$ cat src/hdl/bus_tag_pkg.sv
// Package: constants for the bus tag and direction block
package bus_tag_pkg;
    localparam int AD_W         = 32;
    localparam int TAG_W        = 3;
    localparam int SEL_W        = 2;
    // Master read: direction asserted for the first two cycles
    localparam logic [1:0] READ_DIR_CYCLES = 2'h2;
    // Tag encodings
    localparam logic [2:0] TAG_IO_SPACE  = 3'h4;
    localparam logic [2:0] TAG_SLAVE_IO  = 3'h7;
    localparam logic       TAG_UNMAPPED_MSB = 1'h0;
    // Direction pin idle level (toward unit)
    localparam logic       DIR_IDLE = 1'h1;
    localparam logic [3:0] RESET_PHASE = 4'h0;

    typedef enum logic [2:0] {
        ST_IDLE, ST_ADDR, ST_WDATA, ST_RDATA, ST_SLAVE
    } phase_e;
endpackage

$ cat src/hdl/word_buffer.sv
// Two-entry word buffer with valid/ready on both sides
`timescale 1ns/100ps
module word_buffer
    import bus_tag_pkg::*;
(
    // Clock and reset
    input  wire logic              sys_clk,
    input  wire logic              rst,
    // Fill side
    input  wire logic              in_valid,
    input  wire logic [AD_W-1:0]   in_data,
    output logic                   in_ready,
    // Drain side
    output logic                   out_valid,
    output logic [AD_W-1:0]        out_data,
    input  wire logic              out_ready
);
    logic [AD_W-1:0] mem_r [2];
    logic [AD_W-1:0] mem_nxt [2];
    logic            wr_r, wr_nxt;
    logic            rd_r, rd_nxt;
    logic [1:0]      cnt_r, cnt_nxt;
    logic            push, pop;

    always_comb
    begin
        push      = in_valid && (cnt_r != 2'h2);
        pop       = out_ready && (cnt_r != 2'h0);
        mem_nxt   = mem_r;
        wr_nxt    = wr_r;
        rd_nxt    = rd_r;
        if (push)
        begin
            mem_nxt[wr_r] = in_data;
            wr_nxt        = ~wr_r;
        end
        if (pop)
        begin
            rd_nxt = ~rd_r;
        end
        cnt_nxt = cnt_r + {1'h0, push} - {1'h0, pop};
    end

    always_ff @(posedge sys_clk)
    begin
        if (rst)
        begin
            wr_r  <= 1'h0;
            rd_r  <= 1'h0;
            cnt_r <= 2'h0;
        end
        else
        begin
            wr_r  <= wr_nxt;
            rd_r  <= rd_nxt;
            cnt_r <= cnt_nxt;
        end
        mem_r <= mem_nxt;
    end

    assign in_ready  = (cnt_r != 2'h2);
    assign out_valid = (cnt_r != 2'h0);
    assign out_data  = mem_r[rd_r];
endmodule

$ cat src/hdl/bus_tag_dir.sv
// Top: address/data path, direction control and space tag
`timescale 1ns/100ps
//
// Notes on behaviour
// - Address and data share 32 positive-logic two-way lines in time.
// - As master, direction is low for a whole write, two read cycles.
// - A data-side slave holds direction low while driving I/O read data.
// - An instruction-side slave holds direction low sending to its peer.
// - Direction low means the unit drives toward the bus.
// - A three-bit space tag is driven with every access.
// - In mapped mode the tag comes from the translation result.
// - In unmapped mode tag bit 2 is zero, low bits from the select bits.
// - Tag value 4 marks noncacheable I/O space.
// - In a slave I/O read the words read are discarded by the unit.
module bus_tag_dir
(
    // Clock and reset
    input  wire logic                      sys_clk,
    input  wire logic                      rst,
    // Access request
    input  wire logic                      req_valid,
    output logic                           req_ready,
    input  wire logic                      req_write,
    input  wire logic [bus_tag_pkg::AD_W-1:0] req_addr,
    input  wire logic [bus_tag_pkg::AD_W-1:0] req_wdata,
    input  wire logic                      req_last,
    // Tag sources
    input  wire logic                      mapped_mode,
    input  wire logic [bus_tag_pkg::TAG_W-1:0] xlate_tag,
    input  wire logic [bus_tag_pkg::SEL_W-1:0] unmapped_tag_select,
    // Slave transfers
    input  wire logic                      slave_req,
    input  wire logic                      is_data_side,
    input  wire logic                      slave_io_read,
    input  wire logic [bus_tag_pkg::AD_W-1:0] slave_data,
    // Read data and I/O space flag to the processor side
    output logic                           rd_valid,
    output logic [bus_tag_pkg::AD_W-1:0]   rd_data,
    input  wire logic                      rd_ready,
    output logic                           io_space,
    // Bus pins
    input  wire logic [bus_tag_pkg::AD_W-1:0] ad_in,
    output logic [bus_tag_pkg::AD_W-1:0]   ad_out,
    output logic                           ad_oe,
    output logic [bus_tag_pkg::TAG_W-1:0]  space_tag,
    output logic                           dir_n
);
    import bus_tag_pkg::*;

    // ------------------------------------------------------------
    // Bus phase sequencer
    // ------------------------------------------------------------
    phase_e          phase_r, phase_nxt;
    logic [1:0]      rcnt_r, rcnt_nxt;
    logic [AD_W-1:0] ad_r, ad_nxt;
    logic            oe_r, oe_nxt;
    logic [TAG_W-1:0] tag_r, tag_nxt;
    logic            dir_r, dir_nxt;
    logic            io_r, io_nxt;
    logic            rdv_nxt;
    logic            buf_ready;
    logic [TAG_W-1:0] cur_tag;

    always_comb
    begin
        // Space tag from translation or unmapped selection
        // mapped source
        if (mapped_mode)
            cur_tag = xlate_tag;
        else
            cur_tag = {TAG_UNMAPPED_MSB, unmapped_tag_select};
        phase_nxt = phase_r;
        rcnt_nxt  = rcnt_r;
        ad_nxt    = ad_r;
        oe_nxt    = 1'h0;
        tag_nxt   = tag_r;
        dir_nxt   = DIR_IDLE;
        io_nxt    = io_r;
        rdv_nxt   = 1'h0;
        req_ready = 1'h0;
        case (phase_r)
            ST_IDLE:
            begin
                if (slave_req)
                    phase_nxt = ST_SLAVE;
                else if (req_valid)
                begin
                    req_ready = 1'h1;
                    tag_nxt   = cur_tag;
                    io_nxt    = (cur_tag == TAG_IO_SPACE);
                    ad_nxt    = req_addr;
                    oe_nxt    = 1'h1;
                    dir_nxt   = 1'h0;
                    rcnt_nxt  = 2'h1;
                    phase_nxt = req_write ? ST_WDATA : ST_RDATA;
                end
            end
            ST_WDATA:
            begin
                dir_nxt = 1'h0;
                oe_nxt  = 1'h1;
                if (req_valid)
                begin
                    req_ready = 1'h1;
                    ad_nxt    = req_wdata;
                    if (req_last)
                        phase_nxt = ST_ADDR;
                end
            end
            ST_ADDR:
            begin
                // Last write word still on the lines this cycle
                phase_nxt = ST_IDLE;
            end
            ST_RDATA:
            begin
                if (rcnt_r < READ_DIR_CYCLES)
                begin
                    dir_nxt  = 1'h0;
                    rcnt_nxt = rcnt_r + 2'h1;
                end
                if (tag_r != TAG_SLAVE_IO)
                    rdv_nxt = req_valid && buf_ready;
                if (req_valid && buf_ready)
                begin
                    req_ready = 1'h1;
                    if (req_last)
                        phase_nxt = ST_IDLE;
                end
            end
            ST_SLAVE:
            begin
                if (slave_req &&
                    ((is_data_side && slave_io_read) || !is_data_side))
                begin
                    dir_nxt = 1'h0;
                    oe_nxt  = 1'h1;
                    ad_nxt  = slave_data;
                end
                else
                    phase_nxt = ST_IDLE;
            end
            default:
                phase_nxt = ST_IDLE;
        endcase
    end

    always_ff @(posedge sys_clk)
    begin
        if (rst)
        begin
            phase_r <= ST_IDLE;
            rcnt_r  <= 2'h0;
            ad_r    <= '0;
            oe_r    <= 1'h0;
            tag_r   <= '0;
            dir_r   <= DIR_IDLE;
            io_r    <= 1'h0;
        end
        else
        begin
            phase_r <= phase_nxt;
            rcnt_r  <= rcnt_nxt;
            ad_r    <= ad_nxt;
            oe_r    <= oe_nxt;
            tag_r   <= tag_nxt;
            dir_r   <= dir_nxt;
            io_r    <= io_nxt;
        end
    end

    // ------------------------------------------------------------
    // Read data buffer and registered outputs
    // ------------------------------------------------------------
    logic            bv;
    logic [AD_W-1:0] bd;
    logic            rdv_r;
    logic [AD_W-1:0] rdd_r;

    // Buffer absorbs stalls so no bus word is lost
    word_buffer u_buf (
        .sys_clk   (sys_clk),
        .rst       (rst),
        .in_valid  (rdv_nxt),
        .in_data   (ad_in),
        .in_ready  (buf_ready),
        .out_valid (bv),
        .out_data  (bd),
        .out_ready (rd_ready || !rdv_r)
    );

    always_ff @(posedge sys_clk)
    begin
        if (rst)
        begin
            rdv_r <= 1'h0;
            rdd_r <= '0;
        end
        else if (rd_ready || !rdv_r)
        begin
            rdv_r <= bv;
            rdd_r <= bd;
        end
    end

    assign ad_out    = ad_r;
    assign ad_oe     = oe_r;
    assign space_tag = tag_r;
    assign dir_n     = dir_r;
    assign io_space  = io_r;
    assign rd_valid  = rdv_r;
    assign rd_data   = rdd_r;
endmodule

$ cat config.mk
export PLATFORM = sky130hd
export DESIGN_NAME = bus_tag_dir
export DESIGN_NICKNAME = d
export VERILOG_FILES = /design/src/hdl/bus_tag_pkg.sv /design/src/hdl/word_buffer.sv /design/src/hdl/bus_tag_dir.sv
export SDC_FILE = /design/constraint.sdc
export NUM_CORES = 1
export LEC_CHECK = 0
export ABC_AREA = 1
export BUFFER_PORTS_ARGS = -buffer_cell sky130_fd_sc_hd__buf_2
export CORE_ASPECT_RATIO = 1.5
export CORE_UTILIZATION = 51
export DETAILED_ROUTE_END_ITERATION = 7
export GPL_TIMING_DRIVEN = 0
export PLACE_DENSITY = 0.91
export SYNTH_ARGS = -nofsm -noshare
export SYNTH_HDL_FRONTEND = slang
export SYNTH_HIERARCHICAL = 1
export SYNTH_SLANG_ARGS = --single-unit
$ cat constraint.sdc
create_clock -name sys_clk -period 3.8 [get_ports sys_clk]
set_input_delay 1.14 -clock sys_clk [delete_from_list [all_inputs] [get_ports sys_clk]]
set_output_delay 1.14 -clock sys_clk [all_outputs]
set_load 0.02 [all_outputs]
==> summary.txt <==
Outcome
  – Status: finished clean

Floorplan
  – Io pins: 215
  – Core box area: 12140 um^2
  – Die area: 13090 um^2
  – Initial Util: 53.05%
  – Die Wd: 93.75 um
  – DIE HEIGHT: 139.6 um
  – # rows: 49

Layout
  – Fin nets: 1087
  – Final Cell Area: 8295 um^2
  – # diodes: 0
  – Commonest non-fill, non-tap cell in the layout: buf_2
  – Most frequent cells in the layout: 231 x buf_2, 156 x nor2_1, 138 x nand2_1
  – Area Growth Syn to Fin: 28.81%
  – Non-filler cells, final: 1108
  – Layout cell share with drive strength beyond 1: 33.40%

Min path
  – Worst hold path cell count: 2
  – Worst Hold Launch: rcnt_r[1]$_SDFFE_PP0P_
  – Worst-case hold path end point: rcnt_r[1]$_SDFFE_PP0P_
  – Hold WC Path Type: reg -> reg

Clocking
  – Worst skew pair latency: 0.40 ns
  – Buffer count from post-CTS setup fixing: 0
  – Post-cts resize count: 0
  – CTS tree: yes
  – CTS H-tree depth: 4
  – Hold_buf cts: 0
  – Num CTS Buffers: 17
  – Clock Path Buffers: 2
  – Worst-path clk slew: 0.06 ns
  – Clk root buf: clkbuf_16
  – Clk sink count: 144

Setup path
  – Reg2Reg Setup Slack: 1.21 ns
  – CP Class: in -> out
  – Crit end category: output port
  – Setup crit start kind: input pin
  – Critical-path maximum fanout: 7
  – FF-to-FF Start: phase_r[1]$_SDFFE_PP0P_
  – R2R cell count: 7
  – Data arrival, critical path: 2.09 ns
  – Worst Path Required: 2.66 ns
  – Reg2reg end: u_buf/mem_r[16]$_DFFE_PP_

Yosys
  – Sequential element share of the synthesized area: 54.71%
  – Synthesized Nets: 854
  – Post-synthesis cell type count: 28
  – Area contributors post-synth: edfxtp_1 30%, dfxtp_1 25%, nor2_1 9.2%, nand2_1 8.0%, mux2_4 6.5%
  – Synth area leader: edfxtp_1
  – Synth Instances: 709
  – Top cell type's share of synthesized area: 29.84%
  – YS warnings: 6
  – Synthesis-stage register bit count: 144
  – Syn Std Cell Area: 6440 um^2
  – Mapped Avg Cell Area: 9.083 um^2

Timing
  – Final hold viol count: 0
  – Clock Skew: 0.007847 ns
  – Fin crit share: 84.89%
  – Max Freq: 0.3100 GHz
  – Setup TNS: 0 ns
  – Tmin final: 3.226 ns
  – Worst Tran Pin Value: 1.291 ns
  – Max-slew headroom: 13.85%
  – Final setup violation count: 0
  – Final worst setup slack: 0.5743 ns
  – RSZ-0062 raised after global routing: false
  – Slew Limit Fails: 0

Global routing
  – Largest net degree at the start of global routing: 33
  – First-pass GRT wire length: 25.74 mm
  – Tot GR Track Use: 25.62%
  – Vias in the first global route: 5567
  – Global route overflow: 0
  – Initial antenna violation count: 0

Placed design
  – Global placement routability congestion: 0.8702
  – Port Buffers: 214
  – Dpl cells: 1076
  – Placed cell area: 7710 um^2
  – Pre-CTS WS: 0.5359 ns
  – Hpwl dp: 12.12 mm

Routing
  – Vias per inst: 5.162
  – Vias post-DR: 5720
  – Final routed DRC violation total: 0
  – Routed Wire Length: 16.66 mm
  – WL/cell: 15.04 um
  – DRT Pass-1 Iters: 5
  – Initial DRC count: 221
  – Number of routed nets with antenna violations: 0

Power
  – PD cells: 805.5 nW/um^2
  – Tot Pwr: 0.006682 W
  – Worst vdd ir: 0.4678 mV
  – Leak: 3.997 nW

Flow run
  – MaxCap Viol Count: 0
kinds of logic after synthesis:
| family | synth area share [%] |
|---|---|
| compound gates | 7.577 |
| fa+ha+maj | 0.3885 |
| simple gates | 24.29 |
| flops | 54.71 |
| buf+inv | 5.809 |
| mux | 7.227 |
synth_stat cells:
library cell and count:
mux2_4 28, buf_4 8, nand4_1 1, clkbuf_1 11, nor2_4 1, nor2_2 3
buf_2 17, mux2_2 4, nand4_2 1, o21bai_1 32, a211oi_1 1, inv_1 26
nand2_1 138, o21ai_0 36, nor2_1 157, buf_6 1, nand3_1 75, a21oi_1 8
o211ai_1 1, nand2_2 2, buf_12 3, buf_1 1, edfxtp_1 64, inv_2 4
a31oi_1 2, dfxtp_1 80, ha_1 2, nand3_2 2
sequential cells by signal, indices dropped and copies added (netlist names), 2 cells and up:
name         flops
u_buf/cnt_r      2
u_buf/mem_r     64
rd_data         32
space_tag        3
phase_r          3
rcnt_r           2
ad_out          32
report_power, final:
group          internal (W)  switching, W  total [W]
logic               0.00114       0.00179    0.00293
registers           0.00195      0.000160    0.00211
clock network      0.000982      0.000659    0.00164
worst max path at each step:
stage / from / end / slack (ns)
global placement: req_valid / u_buf/mem_r[45]$_DFFE_PP_ / -0.35
floorplan: req_valid / u_buf/mem_r[32]$_DFFE_PP_ / 0.48
detailed placement: rd_ready / u_buf/cnt_r[1]$_SDFF_PP0_ / 0.54
global route: slave_req / req_ready / 0.42
CTS: slave_req / req_ready / 0.56
finish: slave_req / req_ready / 0.57
worst max-delay path: stages:
cell      delay, ns
buf_2          0.13
inv_1          0.07
nand2_1        0.09
nor2_2         0.20
inv_1          0.16
o211ai_1       0.11
buf_2          0.19
metal layers:
metal / vias to the layer above / GRT usage, % / wire (um)
met5: - / 0 / 0
met4: 0 / 13.85 / 532
met3: 46 / 5.738 / 990
met2: 244 / 47.98 / 9105
met1: 2615 / 25.32 / 6036
li1: 2815 / - / -
area by class of cell:
class                           count  area [um^2]
Timing Repair Buffer              214         1071
Clock inverter                     13        152.6
Inverter                           30        112.6
Tap cell                          153        191.4
Sequential cell                   144         3523
Fill cell                         959         3844
Multi-Input combinational cell    494         2550
Buffer                             41        261.5
Clock buffer                       19        432.9
through the flow:
stage                     hold slack, ns  util [%]
after floorplan                   0.4258         -
after global placement            0.4355     63.45
after detailed placement          0.4374     63.51
after CTS                         0.4467     68.34
after global routing              0.4751     68.34
final                             0.4437     68.34
No activity file was read; power rests on OpenSTA's default activity.
